[src/pde_pkg.sv]
// ==========================================================================
// Shared constants for the two general purpose ports
package pde_pkg;

  // ==========================================================================
  // Widths
  localparam int PD_W = 8;
  localparam int PE_W = 3;
  localparam int PIN_W = PD_W + PE_W;
  localparam int BANK_W = 4;

  // ==========================================================================
  // Register map, reached only in the ports bank
  localparam logic [BANK_W-1:0] BANK_PORTS = 4'h1;
  localparam logic [7:0] ADDR_PD_DIR = 8'h12;
  localparam logic [7:0] ADDR_PD_DATA = 8'h13;
  localparam logic [7:0] ADDR_PE_DIR = 8'h14;
  localparam logic [7:0] ADDR_PE_DATA = 8'h15;

  // ==========================================================================
  // Reset values
  localparam logic [PD_W-1:0] PD_DIR_RST = 8'hFF;
  localparam logic [PE_W-1:0] PE_DIR_RST = 3'h7;
  localparam logic [PD_W-1:0] PD_LAT_RST = 8'h00;
  localparam logic [PE_W-1:0] PE_LAT_RST = 3'h0;
  localparam logic [7:0] RDATA_RST = 8'h00;
  localparam logic [PIN_W-1:0] PIN_RST = 11'h000;

  // ==========================================================================
  // Strobe positions on the 3-bit port in bus mode
  localparam int PE_ALE_BIT = 0;
  localparam int PE_OE_BIT = 1;
  localparam int PE_WR_BIT = 2;

  // ==========================================================================
  // Processor memory modes from the configuration bits
  typedef enum logic [1:0] {
    MODE_MICROPROCESSOR = 2'h0,
    MODE_EXTENDED_MCU = 2'h1,
    MODE_MCU = 2'h2,
    MODE_PROTECTED_MCU = 2'h3
  } pde_mode_e;

endpackage : pde_pkg

[src/pde_ports.sv]
`timescale 1ns/1ps
`default_nettype none

// Contract
// - An 8-bit bidirectional port, each pin usable as input or output.
// - Direction bit one makes the pin an input, driver off.
// - Direction bit zero makes the pin an output driven from its latch.
// - Reading a data register returns pin levels, not the latch.
// - Writing a data register loads the latch; reaches only output pins.
// - Microprocessor or extended modes make both ports the system bus; else GPIO.
// - In bus mode the 8-bit port carries the bus high byte.
// - A second 3-bit port with own direction register, same GPIO behaviour.
// - In bus mode 3-bit port bit0 latch strobe, bit1 read enable, bit2 write.
// - Read enable and write strobes on the 3-bit port are active low.
// - Unused upper bits of 3-bit port registers read zero, ignore writes.
module pde_ports (
  input wire logic mclk,
  input wire logic resetn,
  input wire pde_pkg::pde_mode_e cfg_mode,
  input wire logic [pde_pkg::BANK_W-1:0] bank_select,
  input wire logic [7:0] reg_addr,
  input wire logic reg_wr,
  input wire logic [7:0] reg_wdata,
  input wire logic reg_rd,
  output logic [7:0] reg_rdata,
  input wire logic [pde_pkg::PD_W-1:0] bus_high_byte_out,
  input wire logic bus_high_byte_drive,
  input wire logic bus_ale,
  input wire logic bus_oe_n,
  input wire logic bus_wr_n,
  output logic [pde_pkg::PD_W-1:0] bus_high_byte_in,
  output logic bus_mode,
  input wire logic [pde_pkg::PD_W-1:0] pd_pin_in,
  output logic [pde_pkg::PD_W-1:0] pd_pin_out,
  output logic [pde_pkg::PD_W-1:0] pd_pin_oe,
  input wire logic [pde_pkg::PE_W-1:0] pe_pin_in,
  output logic [pde_pkg::PE_W-1:0] pe_pin_out,
  output logic [pde_pkg::PE_W-1:0] pe_pin_oe
);
  import pde_pkg::*;

  // ==========================================================================
  // Pin input synchronisers
  logic [PIN_W-1:0] sync1_r, sync2_r, sync3_r, pins_r;
  logic [PIN_W-1:0] sync1_nxt, sync2_nxt, sync3_nxt, pins_nxt;

  always_comb begin
    sync1_nxt = {pe_pin_in, pd_pin_in};
    sync2_nxt = sync1_r;
    sync3_nxt = sync2_r;
    // Accept a bit once second and third stages agree
    pins_nxt = (sync3_r & ~(sync2_r ^ sync3_r)) | (pins_r & (sync2_r ^ sync3_r));
  end

  always_ff @(posedge mclk) begin
    if (!resetn) begin
      sync1_r <= PIN_RST;
      sync2_r <= PIN_RST;
      sync3_r <= PIN_RST;
      pins_r <= PIN_RST;
    end else begin
      sync1_r <= sync1_nxt;
      sync2_r <= sync2_nxt;
      sync3_r <= sync3_nxt;
      pins_r <= pins_nxt;
    end
  end

  // ==========================================================================
  // Register access decode
  logic bank_ok;
  logic wr_pd_dir, wr_pd_data, wr_pe_dir, wr_pe_data;
  logic rd_pd_dir, rd_pd_data, rd_pe_dir, rd_pe_data;

  always_comb begin
    bank_ok = (bank_select == BANK_PORTS);
    wr_pd_dir = reg_wr && bank_ok && (reg_addr == ADDR_PD_DIR);
    wr_pd_data = reg_wr && bank_ok && (reg_addr == ADDR_PD_DATA);
    wr_pe_dir = reg_wr && bank_ok && (reg_addr == ADDR_PE_DIR);
    wr_pe_data = reg_wr && bank_ok && (reg_addr == ADDR_PE_DATA);
    rd_pd_dir = reg_rd && bank_ok && (reg_addr == ADDR_PD_DIR);
    rd_pd_data = reg_rd && bank_ok && (reg_addr == ADDR_PD_DATA);
    rd_pe_dir = reg_rd && bank_ok && (reg_addr == ADDR_PE_DIR);
    rd_pe_data = reg_rd && bank_ok && (reg_addr == ADDR_PE_DATA);
  end

  // ==========================================================================
  // Direction registers and output latches
  logic [PD_W-1:0] pd_dir_r, pd_dir_nxt, pd_lat_r, pd_lat_nxt;
  logic [PE_W-1:0] pe_dir_r, pe_dir_nxt, pe_lat_r, pe_lat_nxt;
  logic [7:0] rdata_nxt;

  always_comb begin
    pd_dir_nxt = pd_dir_r;
    pd_lat_nxt = pd_lat_r;
    pe_dir_nxt = pe_dir_r;
    pe_lat_nxt = pe_lat_r;
    if (wr_pd_dir) begin
      pd_dir_nxt = reg_wdata;
    end
    if (wr_pd_data) begin
      pd_lat_nxt = reg_wdata;
    end
    if (wr_pe_dir) begin
      pe_dir_nxt = reg_wdata[PE_W-1:0];
    end
    if (wr_pe_data) begin
      pe_lat_nxt = reg_wdata[PE_W-1:0];
    end
    rdata_nxt = reg_rdata;
    if (reg_rd) begin
      rdata_nxt = 8'h00;
      unique case (1'h1)
        rd_pd_dir: rdata_nxt = pd_dir_r;
        rd_pd_data: rdata_nxt = pins_r[PD_W-1:0];
        rd_pe_dir: rdata_nxt = {5'h00, pe_dir_r};
        rd_pe_data: rdata_nxt = {5'h00, pins_r[PIN_W-1:PD_W]};
        default: rdata_nxt = 8'h00;
      endcase
    end
  end

  always_ff @(posedge mclk) begin
    if (!resetn) begin
      pd_dir_r <= PD_DIR_RST;
      pd_lat_r <= PD_LAT_RST;
      pe_dir_r <= PE_DIR_RST;
      pe_lat_r <= PE_LAT_RST;
      reg_rdata <= RDATA_RST;
    end else begin
      pd_dir_r <= pd_dir_nxt;
      pd_lat_r <= pd_lat_nxt;
      pe_dir_r <= pe_dir_nxt;
      pe_lat_r <= pe_lat_nxt;
      reg_rdata <= rdata_nxt;
    end
  end

  // ==========================================================================
  // Pin drive, GPIO or system bus
  logic bus_mode_nxt;
  logic [PD_W-1:0] pd_out_nxt, pd_oe_nxt, bus_in_nxt;
  logic [PE_W-1:0] pe_out_nxt, pe_oe_nxt;

  always_comb begin
    bus_mode_nxt = (cfg_mode == MODE_MICROPROCESSOR) || (cfg_mode == MODE_EXTENDED_MCU);
    bus_in_nxt = pins_r[PD_W-1:0];
    if (bus_mode) begin
      pd_out_nxt = bus_high_byte_out;
      pd_oe_nxt = {PD_W{bus_high_byte_drive}};
      pe_out_nxt[PE_ALE_BIT] = bus_ale;
      pe_out_nxt[PE_OE_BIT] = bus_oe_n;
      pe_out_nxt[PE_WR_BIT] = bus_wr_n;
      pe_oe_nxt = {PE_W{1'h1}};
    end else begin
      pd_out_nxt = pd_lat_r;
      pd_oe_nxt = ~pd_dir_r;
      pe_out_nxt = pe_lat_r;
      pe_oe_nxt = ~pe_dir_r;
    end
  end

  always_ff @(posedge mclk) begin
    if (!resetn) begin
      bus_mode <= 1'h0;
      bus_high_byte_in <= PD_LAT_RST;
      pd_pin_out <= PD_LAT_RST;
      pd_pin_oe <= 8'h00;
      pe_pin_out <= PE_LAT_RST;
      pe_pin_oe <= 3'h0;
    end else begin
      bus_mode <= bus_mode_nxt;
      bus_high_byte_in <= bus_in_nxt;
      pd_pin_out <= pd_out_nxt;
      pd_pin_oe <= pd_oe_nxt;
      pe_pin_out <= pe_out_nxt;
      pe_pin_oe <= pe_oe_nxt;
    end
  end
endmodule : pde_ports

`default_nettype wire

[config.mk]
export PLATFORM = sky130hd
export DESIGN_NAME = pde_ports
export DESIGN_NICKNAME = d
export VERILOG_FILES = /design/src/pde_pkg.sv /design/src/pde_ports.sv
export SDC_FILE = /design/constraint.sdc
export NUM_CORES = 1
export LEC_CHECK = 0
export BUFFER_PORTS_ARGS = -buffer_cell sky130_fd_sc_hd__buf_2
export CORE_UTILIZATION = 40
export CTS_BUF_LIST = sky130_fd_sc_hd__clkbuf_8 sky130_fd_sc_hd__clkbuf_16
export DETAILED_ROUTE_END_ITERATION = 10
export RECOVER_POWER = 25
export SETUP_SLACK_MARGIN = 0.15
export SLEW_MARGIN = 5
export SYNTH_ARGS = -nofsm -noshare
export SYNTH_HDL_FRONTEND = slang
export SYNTH_SLANG_ARGS = --single-unit
[constraint.sdc]
create_clock -name mclk -period 2.2 [get_ports mclk]
set_input_delay 0.44 -clock mclk [delete_from_list [all_inputs] [get_ports mclk]]
set_output_delay 0.44 -clock mclk [all_outputs]
set_load 0.01 [all_outputs]
After elaboration in Yosys (flattened, before gate mapping)
Cells that the tools add are included.
- mux-type cells: 5
- eq/ne operators: 6
- reductions and logical operators: 12
- bitwise logic cells: 7
- operators by type and width (operator ; number):
    $eq 8x5->1 const B ; 4
    $pmux 8 s4 ; 1
    $and 11x11->11 ; 2
    $mux 8 ; 2
    $not 11->11 ; 1
    $or 11x11->11 ; 1
    $xor 11x11->11 ; 1
    $logic_and 1x1->1 ; 10
    $not 8->8 ; 1
    $mux 3 ; 2
    $eq 4x1->1 const B ; 1
    $not 3->3 ; 1
    $eq 2x1->1 const B ; 1
    $logic_not 2->1 ; 1
    $logic_or 1x1->1 ; 1
- output and inout bits: 39
- word-level logic and storage cells: 45
- register bits after elaboration: 105

Depth between registers and ports, before layout
Gate-level depths: netlist of the first run.
- depth after elaboration: 4
- depth in mapped cells: 5

Worst setup path before layout of the first run
No wires, ideal clock.
- path kind: in2reg
- start point: in reg_addr[7]
- end point: reg pe_dir_r[0]
- data required time: 2079 ps
- setup slack: 243 ps
- arrival: 1836 ps
- stages: 5
- setup time: 121 ps
- buffers on the path: 2
- path through: or4b_4 -> buf_6 -> or4_4 -> buf_6 -> mux2i_1
- longest elaborated chain between the ends: 2
- RTL lines (element ; line ; RTL):
    start: declaration ; pde_ports.sv:21 ; input wire logic [7:0] reg_addr,
    $eq 8x5->1 ; pde_ports.sv:79 ; wr_pe_dir = reg_wr && bank_ok && (reg_addr == ADDR_PE_DIR);
    $logic_and 1x1->1 ; pde_ports.sv:79 ;
    end signal: assignment ; pde_ports.sv:133 ; pe_dir_r <= pe_dir_nxt;
    end: declaration ; pde_ports.sv:90 ; logic [PE_W-1:0] pe_dir_r, pe_dir_nxt, pe_lat_r, pe_lat_nxt;
Every way passes these cells.
A chain may end at the register's enable or synchronous reset.

Worst setup path in the final report of the first run
- start point: in bank_select[3] (netlist name)
- end point: reg reg_rdata[0]
- longest elaborated chain between the ends: 4
- elaborated cells between the ends (all ways): 7
- classes of those cells: eq/ne (1); mux (1); reduce/logical (5)
- RTL lines (element ; line ; RTL):
    start: declaration ; pde_ports.sv:20 ; input wire logic [pde_pkg::BANK_W-1:0] bank_select,
    $eq 4x1->1 * ; pde_ports.sv:76 ; bank_ok = (bank_select == BANK_PORTS);
    $logic_and 1x1->1 * ; -- ;
    $logic_and 1x1->1, on equally long branches ; -- ;
    $pmux 8 s4 * ; pde_ports.sv:113 ; unique case (1'h1)
    end signal: assignment ; pde_ports.sv:135 ; reg_rdata <= rdata_nxt;
    end: declaration ; pde_ports.sv:25 ; output logic [7:0] reg_rdata,
Mark *: on every way between the ends. The rest lies on a longest branch, timed or not.

==> load_flow_metrics.sql, run 1 <==
INSERT INTO impl_metrics (metric_group, metric, value, unit) VALUES
('floorplanning', 'die_h', '98.3', 'um'),
('yosys', 'synthArstFlopShare', '0', ''),
('power_and_ir_drop', 'cell_int_power', '2.44', 'mW'),
('global_routing', 'first_global_vias', '2449', ''),
('layout', 'finalNetCount', '480', ''),
('setup_path', 'worst_ep_arrival_time', '2060', 'ps'),
('clock_network', 'cts.root.buffer_cell', 'clkbuf_8', ''),
('yosys', 'synth_warnings', '0', ''),
('setup_path', 'timing.rr.end', 'pd_pin_out[6]', ''),
('placed_design', 'globalplace.congestion', '0.729', ''),
('sta', 'timing.final.max_slew_violations', '0', ''),
('yosys', 'seq_area_frac_synth', '0.566', ''),
('yosys', 'synth_seq_cells', '105', ''),
('yosys', 'syn_area', '3710', 'um2'),
('layout', 'final_cells', '544', ''),
('sta', 'fin_hold_ws', '237', 'ps'),
('layout', 'drive_above_1_share', '0.255', ''),
('drt', 'drt_iter0_markers', '93', ''),
('status', 'violations_in_the_final_reports', 'DRC', ''),
('sta', 'fin_tns_setup', '0', 'ps'),
('floorplanning', 'die_area', '9670', 'um2'),
('yosys', 'syn_inst', '349', ''),
('clock_network', 'cts_setup_buffers', '0', ''),
('floorplanning', 'placement_rows', '34', ''),
('hold_path', 'timing.hold.worst_endpoint', 'bus_mode', ''),
('placed_design', 'dp_cells', '528', ''),
('sta', 'fin_crit_sh', '0.812', ''),
('setup_path', 'worst_ep_required_time', '2470', 'ps'),
('hold_path', 'worstHoldStart', 'cfg_mode[1]', ''),
('setup_path', 'timing.critical_path.from_type', 'primary input', ''),
('floorplanning', 'initial_core_util', '0.419', ''),
('status', 'status', 'complete, but fails checks', ''),
('setup_path', 'timing.setup.critical_path_class', 'in2reg', ''),
('global_routing', 'global_route.peak_usage_layer', 'met2', ''),
('yosys', 'synth_edf_count', '0', ''),
('clock_network', 'clkLatencyLatePin', '360', 'ps'),
('layout', 'multiInputGateArea', '1510', 'um2'),
('sta', 'tightest_slew', '550', 'ps'),
('power_and_ir_drop', 'total_switching_power', '0.775', 'mW'),
('layout', 'fillers', '876', ''),
('flow_run', 'max_cap_viol_count', '0', ''),
('clock_network', 'cts.sinks', '105', ''),
('layout', 'seq_area', '2100', 'um2'),
('sta', 'finalWorstPathRequiredPeriod', '1790', 'ps'),
('placed_design', 'detailedPlacementHpwl', '5060', 'um'),
('hold_path', 'worst_hold_path.num_cells', '2', ''),
('clock_network', 'cts_repair_resize_count', '0', ''),
('global_routing', 'grt_overflow', '0', ''),
('sta', 'clock.fmax', '560', 'MHz'),
('clock_network', 'reg_clk_slew_reported_paths', '90', 'ps'),
('yosys', 'ys_dominant_reg_cell', 'dfxtp_1', ''),
('drt', 'dr_total_vias', '2572', ''),
('clock_network', 'ctsLongestPathBuffers', '2', ''),
('power_and_ir_drop', 'p_seq_frac', '0.607', ''),
('drt', 'drcViolationCount', '16', ''),
('floorplanning', 'die_wd', '98.3', 'um'),
('sta', 'final_hold_viol_count', '0', ''),
('setup_path', 'worstSetupEndpointType', 'register', ''),
('setup_path', 'worst_path_maximum_fanout', '6', ''),
('yosys', 'post_synth_num_cell_types', '25', ''),
('layout', 'layout.cells.most_common_list', 'dfxtp_1 (105), buf_2 (85), nand2_1 (39), mux2i_1 (38), and2_1 (36)', ''),
('yosys', 'average_size_of_a_mapped_cell', '10.6', 'um2'),
('layout', 'final_common_cell', 'dfxtp_1', ''),
('drt', 'routed_wire_length_per_instance', '13.3', 'um'),
('floorplanning', 'area_of_the_placeable_core', '8850', 'um2'),
('global_routing', 'gr-usage-met1', '0.201', ''),
('drt', 'vias_per_cell', '4.73', ''),
('global_routing', 'grt_first_pass_wirelength', '11800', 'um'),
('power_and_ir_drop', 'finalPower', '3.22', 'mW'),
('layout', 'areaGrowthSynthToFinish', '19.1', '%'),
('power_and_ir_drop', 'combinationalPowerShare', '0.058', '');
## per-stage QoR
| step | cell area [um2] | utilization | worst slack (ps) |
|---|---|---|---|
| floorplan | 3710 | - | 243 |
| global placement | 4250 | 0.480 | 97.4 |
| detailed placement | 4250 | 0.480 | 27.7 |
| CTS | 4420 | 0.499 | 421 |
| global route | 4420 | 0.499 | 374 |
| finish | 4420 | 0.500 | 414 |
## synth_stat cells (2+ instances only)
cell type	instances	area (um2)
nor4_4	2	42.5
nor2_1	8	30.0
o21ai_0	13	65.1
inv_1	2	7.51
nand2_1	39	146
o21ai_1	3	15.0
and2_1	42	263
dfxtp_1	105	2100
buf_6	2	22.5
o21a_1	8	60.1
or4_1	2	15.0
a21boi_0	14	105
mux2i_1	38	380
buf_1	3	11.3
a221oi_1	6	52.6
nor2b_1	34	213
clkbuf_1	15	56.3
or4bb_1	2	22.5
nand4b_1	3	26.3
o31ai_1	3	22.5
## final cells by class
cell class,instances,area share
antenna,1,0.000566
clock buffer,9,0.0280
clock inverter,6,0.00991
inverter,2,0.00170
multi-input combinational,221,0.341
sequential,105,0.476
tap,108,0.0306
timing repair buffer,92,0.113
## kinds of logic after synthesis
kind of cell	after synthesis	share of synthesized area
AND/OR/NAND/NOR	136	0.217
flip-flops	105	0.566
AO/OA/AOI/OAI	47	0.0863
multiplexers	38	0.102
buffers and inverters	23	0.0276
## worst max path at each step
stage / start / end / slack, ps / depth (start not counted)
6_report: bank_select[3] / reg_rdata[0] / 410 / 4
2_1_floorplan: reg_addr[7] / pe_dir_r[0] / 240 / 5
3_5_place_dp: bank_select[3] / reg_rdata[0] / 30 / 4
4_1_cts: bank_select[3] / reg_rdata[0] / 420 / 4
5_1_grt: bank_select[3] / reg_rdata[2] / 370 / 4
3_3_place_gp: bank_select[3] / reg_rdata[2] / 100 / 4
## worst max-delay path, stage by stage
cell and delay [ps]:
buf_2 90, or4b_1 700, or4_1 540, o31ai_1 280
## power groups by stage
stage,registers [mW],clock network (mW),logic [mW]
5_1_grt,1.96,1.18,0.208
3_5_place_dp,2.00,0,0.190
2_1_floorplan,2.00,0,0.106
4_1_cts,1.95,1.10,0.190
3_3_place_gp,1.99,0,0.187
6_report,1.95,1.08,0.187
## layer usage
layer,part of all wire,routed length (um),up-vias
met5,0,0,-
met4,0.013,95,0
met3,0.057,412,9
met2,0.46,3310,62
met1,0.47,3420,1178
li1,-,-,1323
(Power assumes the default switching activity.)
==> inputs of run 2 (changes only) <==
clock period = 1.8 ns   (was 2.2 ns; I/O delays follow)
==> load_flow_metrics.sql, run 2 (synthesized netlist as in run 1, its figures left out) <==
INSERT INTO impl_metrics (metric_group, metric, value, unit) VALUES
('power_and_ir_drop', 'switching_share', '0.234', ''),
('drt', 'drt_iter0_markers', '56', ''),
('clock_network', 'cts.root.buffer_cell', 'clkbuf_8', ''),
('sta', 'timing.final.max_slew_violations', '0', ''),
('placed_design', 'dp_cells', '533', ''),
('clock_network', 'cts_setup_buffers', '0', ''),
('clock_network', 'tritoncts', 'built', ''),
('drt', 'routed_wire_length_per_instance', '12.9', 'um'),
('global_routing', 'grt_overflow', '0', ''),
('power_and_ir_drop', 'combinationalPowerShare', '0.059', ''),
('clock_network', 'reg_clk_slew_reported_paths', '100', 'ps'),
('drt', 'top_layer_used', 'met4', ''),
('power_and_ir_drop', 'cellLeakagePower', '1.88', 'nW'),
('sta', 'rsz0062_at_grt', 'no', ''),
('floorplanning', 'initial_core_util', '0.419', ''),
('sta', 'tightest_slew', '578', 'ps'),
('global_routing', 'grt_max_degree', '74', ''),
('global_routing', 'first_global_vias', '2285', ''),
('power_and_ir_drop', 'p_seq_frac', '0.592', ''),
('drt', 'met3RoutedLength', '409', 'um'),
('status', 'violations_in_the_final_reports', 'DRC', ''),
('setup_path', 'worst_ep_required_time', '2090', 'ps'),
('drt', 'ant_nets', '0', ''),
('power_and_ir_drop', 'finalPower', '4.03', 'mW'),
('clock_network', 'numCtsBuffers', '9', ''),
('layout', 'final_cells', '549', ''),
('global_routing', 'antenna_found_initial', '0', ''),
('floorplanning', 'die_area', '9670', 'um2'),
('drt', 'dr_total_vias', '2584', ''),
('power_and_ir_drop', 'worst_ir_drop_vdd', '0.502', 'mV'),
('setup_path', 'timing.setup.critical_path_class', 'in2reg', ''),
('status', 'status', 'complete, but fails checks', ''),
('global_routing', 'grt_util_all_layers', '0.151', ''),
('clock_network', 'ctsLongestPathBuffers', '2', ''),
('setup_path', 'critical_path.startpoint', 'reg_addr[7]', ''),
('setup_path', 'worstSetupEndpointType', 'register', ''),
('sta', 'clock.fmax', '633', 'MHz'),
('setup_path', 'worst_ep_arrival_time', '1870', 'ps'),
('sta', 'fin_crit_sh', '0.877', ''),
('sta', 'finalWorstPathRequiredPeriod', '1580', 'ps'),
('flow_run', 'max_cap_viol_count', '0', ''),
('placed_design', 'numPortBuffers', '86', ''),
('clock_network', 'cts.sinks', '105', ''),
('drt', 'met2WireLength', '3280', 'um'),
('hold_path', 'worstHoldStart', 'cfg_mode[1]', ''),
('drt', 'drt_pass1_iterations', '9', ''),
('layout', 'final_common_cell', 'dfxtp_1', ''),
('layout', 'final_core_util', '0.508', ''),
('drt', 'vias_per_cell', '4.71', ''),
('setup_path', 'critical_path.reg2reg.startpoint', 'bus_mode', ''),
('power_and_ir_drop', 'total_switching_power', '0.945', 'mW'),
('placed_design', 'dp_worst_setup_slack', '-206', 'ps'),
('layout', 'areaGrowthSynthToFinish', '21.0', '%'),
('placed_design', 'globalplace.congestion', '0.736', ''),
('floorplanning', 'floorplan.io_pins', '88', ''),
('sta', 'final_hold_viol_count', '0', ''),
('hold_path', 'hp-class', 'in2reg', ''),
('sta', 'setup-violations-final', '0', ''),
('clock_network', 'htree_num_levels', '3', ''),
('clock_network', 'clkLatencyLatePin', '360', 'ps'),
('floorplanning', 'placement_rows', '34', ''),
('power_and_ir_drop', 'clock_power_share', '0.350', ''),
('setup_path', 'worst_path_maximum_fanout', '8', ''),
('layout', 'finalNetCount', '485', ''),
('layout', 'fillers', '868', ''),
('drt', 'drcViolationCount', '2', ''),
('floorplanning', 'area_of_the_placeable_core', '8850', 'um2'),
('drt', 'drt-met1-wl', '3320', 'um'),
('floorplanning', 'die_wd', '98.3', 'um'),
('setup_path', 'timing.critical_path.from_type', 'primary input', ''),
('layout', 'drive_above_1_share', '0.270', ''),
('clock_network', 'holdBufCountCts', '0', ''),
('global_routing', 'grt_first_pass_wirelength', '11300', 'um'),
('layout', 'ant_diodes', '0', ''),
('floorplanning', 'die_h', '98.3', 'um'),
('clock_network', 'cts_repair_resize_count', '0', ''),
('sta', 'skew', '11.4', 'ps'),
('sta', 'final.setup.worst_slack', '221', 'ps'),
('drt', 'totalWireLength', '7070', 'um'),
('sta', 'timing.max_slew.rel_slack', '0.614', ''),
('placed_design', 'detailedPlacementHpwl', '5000', 'um'),
('power_and_ir_drop', 'cell_int_power', '3.09', 'mW'),
('power_and_ir_drop', 'power.density', '897', 'nW/um2'),
('sta', 'fin_tns_setup', '0', 'ps'),
('layout', 'layout.cells.most_common_list', 'dfxtp_1 (105), buf_2 (85), nand2_1 (39), and2_1 (39), mux2i_1 (38)', '');
==> run 2: cell types whose count changed in the layout (fill, tap and decap cells not counted), sizes merged <==
cell / before / now
buf: 91 / 96
clkbuf: 10 / 12
clkinv: 3 / 1
diode: 1 / 0
inv: 4 / 5
==> run 2: path summary, 6_finish.rpt <==
| kind | endpoint | slack (ps) | cells past startpoint |
|---|---|---|---|
| max | pd_lat_r[2] | 220 | 6 |
| max reg2reg | pd_pin_out[6] | 540 | 3 |
| min reg2reg | sync2_r[9] | 430 | 1 |
| min | bus_mode | 150 | 2 |
==> run 2: cell type report <==
class                      count  area, um2  share of cell area
clock inverter                 5       45.0              0.0100
multi-input combinational    221       1510               0.337
sequential                   105       2100               0.468
timing repair buffer          97        537               0.119
inverter                       2       7.51             0.00167
tap                          108        135              0.0301
clock buffer                  11        151              0.0337
==> run 2: metal layers <==
metal  vias to the layer above  track usage
li1                       1337            -
met1                      1171        0.195
met2                        68        0.236
met3                         8       0.0458
met4                         0       0.0608
met5                         -            0
==> run 2: worst max-delay path, stage by stage <==
cell,delay (ps)
buf_2,100
or4b_4,570
buf_4,180
nor4_4,310
buf_12,180
mux2i_1,180
==> run 2: per-stage QoR <==
step	hold WS (ps)	area, um2
CTS	132	4490
finish	149	4490
global route	137	4490
global placement	414	4290
floorplan	412	3710
detailed placement	418	4290
==> run 2: power groups by stage <==
stage / clock (mW) / combinational [mW] / sequential [mW]
2_1_floorplan: 0 / 0.129 / 2.44
3_3_place_gp: 0 / 0.234 / 2.44
3_5_place_dp: 0 / 0.237 / 2.44
4_1_cts: 1.46 / 0.238 / 2.39
5_1_grt: 1.55 / 0.259 / 2.39
6_report: 1.41 / 0.236 / 2.38
==> inputs of run 3 (changes only) <==
GPL_ROUTABILITY_DRIVEN = 0   (was default)
REMOVE_ABC_BUFFERS = 1   (was default)
==> load_flow_metrics.sql, run 3 (synthesized netlist as in run 1, its figures left out) <==
INSERT INTO impl_metrics (metric_group, metric, value, unit) VALUES
('setup_path', 'critical_path.slowest_cell', 'or4b_4', ''),
('clock_network', 'ctsLongestPathBuffers', '2', ''),
('status', 'violations_in_the_final_reports', 'DRC', ''),
('setup_path', 'worst-r2r-setup-slack', '580', 'ps'),
('layout', 'final_common_cell', 'dfxtp_1', ''),
('hold_path', 'worstHoldStart', 'cfg_mode[1]', ''),
('sta', 'skew', '10.1', 'ps'),
('placed_design', 'dp_worst_setup_slack', '-164', 'ps'),
('sta', 'fin_hold_ws', '141', 'ps'),
('floorplanning', 'area_of_the_placeable_core', '8850', 'um2'),
('power_and_ir_drop', 'worst_ir_drop_vdd', '0.435', 'mV'),
('setup_path', 'critical_path.reg2reg.startpoint', 'bus_mode', ''),
('power_and_ir_drop', 'cellLeakagePower', '1.87', 'nW'),
('setup_path', 'timing.rr.end', 'pd_pin_oe[5]', ''),
('clock_network', 'reg_clk_slew_reported_paths', '90', 'ps'),
('global_routing', 'global_route.peak_usage_layer', 'met2', ''),
('floorplanning', 'placement_rows', '34', ''),
('setup_path', 'ff2ff_path_depth', '2', ''),
('status', 'status', 'complete, but fails checks', ''),
('setup_path', 'critical_path.startpoint', 'reg_addr[7]', ''),
('drt', 'totalWireLength', '7160', 'um'),
('sta', 'final_hold_viol_count', '0', ''),
('drt', 'vias_per_cell', '4.71', ''),
('setup_path', 'worst_path_maximum_fanout', '6', ''),
('setup_path', 'critical-path-max-stage-delay', '600', 'ps'),
('clock_network', 'clkLatencyLatePin', '360', 'ps'),
('drt', 'drt_iter0_markers', '74', ''),
('setup_path', 'worstSetupEndpointType', 'register', ''),
('setup_path', 'cp-endpoint', 'reg_rdata[2]', ''),
('layout', 'multiInputGateArea', '1510', 'um2'),
('sta', 'fin_tns_setup', '0', 'ps'),
('global_routing', 'antenna_found_initial', '0', ''),
('layout', 'final_cells', '550', ''),
('layout', 'drive_above_1_share', '0.265', ''),
('clock_network', 'htree_num_levels', '3', ''),
('placed_design', 'dp_cells', '534', ''),
('setup_path', 'worst_ep_arrival_time', '1860', 'ps'),
('global_routing', 'grt_util_all_layers', '0.159', ''),
('clock_network', 'tritoncts', 'built', ''),
('sta', 'tightest_slew', '405', 'ps'),
('global_routing', 'first_global_vias', '2534', ''),
('floorplanning', 'die_wd', '98.3', 'um'),
('clock_network', 'cts.root.buffer_cell', 'clkbuf_8', ''),
('layout', 'ant_diodes', '0', ''),
('drt', 'drt_pass1_iterations', '7', ''),
('global_routing', 'met3_usage', '0.0573', ''),
('clock_network', 'cts.sinks', '105', ''),
('global_routing', 'grt_overflow', '0', ''),
('floorplanning', 'initial_core_util', '0.419', ''),
('drt', 'ant_nets', '0', ''),
('hold_path', 'hp-class', 'in2reg', ''),
('floorplanning', 'die_area', '9670', 'um2'),
('drt', 'routed_wire_length_per_instance', '13.0', 'um'),
('sta', 'timing.max_slew.rel_slack', '0.729', ''),
('placed_design', 'numPortBuffers', '86', ''),
('sta', 'final.setup.worst_slack', '217', 'ps'),
('floorplanning', 'die_h', '98.3', 'um'),
('flow_run', 'max_cap_viol_count', '0', ''),
('global_routing', 'use_met2', '0.246', ''),
('layout', 'fillers', '859', ''),
('setup_path', 'timing.critical_path.from_type', 'primary input', ''),
('clock_network', 'cts_setup_buffers', '0', ''),
('setup_path', 'timing.setup.critical_path_class', 'in2reg', ''),
('drt', 'dr_total_vias', '2593', ''),
('layout', 'finalNetCount', '486', ''),
('clock_network', 'cts_repair_resize_count', '0', ''),
('setup_path', 'crit_path_cell_trace', 'buf_2 > or4b_4 > or4_1 > o31ai_1', ''),
('sta', 'timing.final.max_slew_violations', '0', ''),
('power_and_ir_drop', 'power.density', '877', 'nW/um2'),
('drt', 'drcViolationCount', '3', ''),
('sta', 'clock.fmax', '632', 'MHz'),
('placed_design', 'detailedPlacementHpwl', '5140', 'um'),
('sta', 'setup-violations-final', '0', ''),
('layout', 'seq_area', '2100', 'um2'),
('clock_network', 'holdBufCountCts', '0', ''),
('setup_path', 'worst_ep_required_time', '2080', 'ps'),
('global_routing', 'grt_max_degree', '87', ''),
('clock_network', 'numCtsBuffers', '9', ''),
('floorplanning', 'floorplan.io_pins', '88', ''),
('sta', 'finalWorstPathRequiredPeriod', '1580', 'ps'),
('layout', 'areaGrowthSynthToFinish', '20.4', '%'),
('global_routing', 'grt_first_pass_wirelength', '12000', 'um'),
('sta', 'rsz0062_at_grt', 'no', ''),
('layout', 'layout.cells.most_common_list', 'dfxtp_1 (105), buf_2 (85), nand2_1 (39), mux2i_1 (38), and2_1 (36)', ''),
('placed_design', 'dpl_cell_area', '4300', 'um2'),
('global_routing', 'gr-usage-met1', '0.206', ''),
('layout', 'stdcell_area', '4470', 'um2'),
('sta', 'fin_crit_sh', '0.879', '');
-- run 3: cell count changes in the layout (fill, tap and decap cells not counted), sizes merged --
cell	previous run	this run
clkinv	1	4
buf	96	97
inv	5	4
clkbuf	12	10
-- run 3: worst min path at each step --
stage / endpoint / slack, ps / depth (start not counted)
final: bus_mode / 140 / 2
after global routing: bus_mode / 130 / 2
after CTS: bus_mode / 130 / 2
after detailed placement: sync2_r[2] / 420 / 1
after global placement: sync2_r[6] / 410 / 1
after floorplan: sync2_r[0] / 410 / 1
-- run 3: report_power, final --
| part | internal [mW] | switching, mW |
|---|---|---|
| Sequential | 2.37 | 0.0169 |
| Combinational | 0.120 | 0.117 |
| Clock | 0.503 | 0.793 |
-- run 3: per-layer routing --
metal / share of wire / vias up / wire length (um)
met3: 0.064 / 7 / 459
li1: - / 1332 / -
met5: 0 / - / 0
met1: 0.49 / 1189 / 3490
met4: 0.013 / 0 / 95
met2: 0.43 / 65 / 3120
-- run 3: critical path: cells and delay by family --
family                 cells  cell delay [ps]
and+or+nand+nor            2             1150
AOI/OAI and AO/OA          1              250
buffers and inverters      1              100
-- run 3: cell type report --
class,instances,area share
Sequential cell,105,0.471
Clock buffer,9,0.0277
Clock inverter,7,0.0106
Tap cell,108,0.0303
Inverter,2,0.00168
Timing Repair Buffer,98,0.122
Multi-Input combinational cell,221,0.337
-- run 3: stage by stage --
step / total power, mW / util
CTS: 3.96 / 0.505
detailed placement: 2.68 / 0.486
finish: 3.92 / 0.505
global route: 4.11 / 0.505
global placement: 2.68 / 0.486
floorplan: 2.54 / -
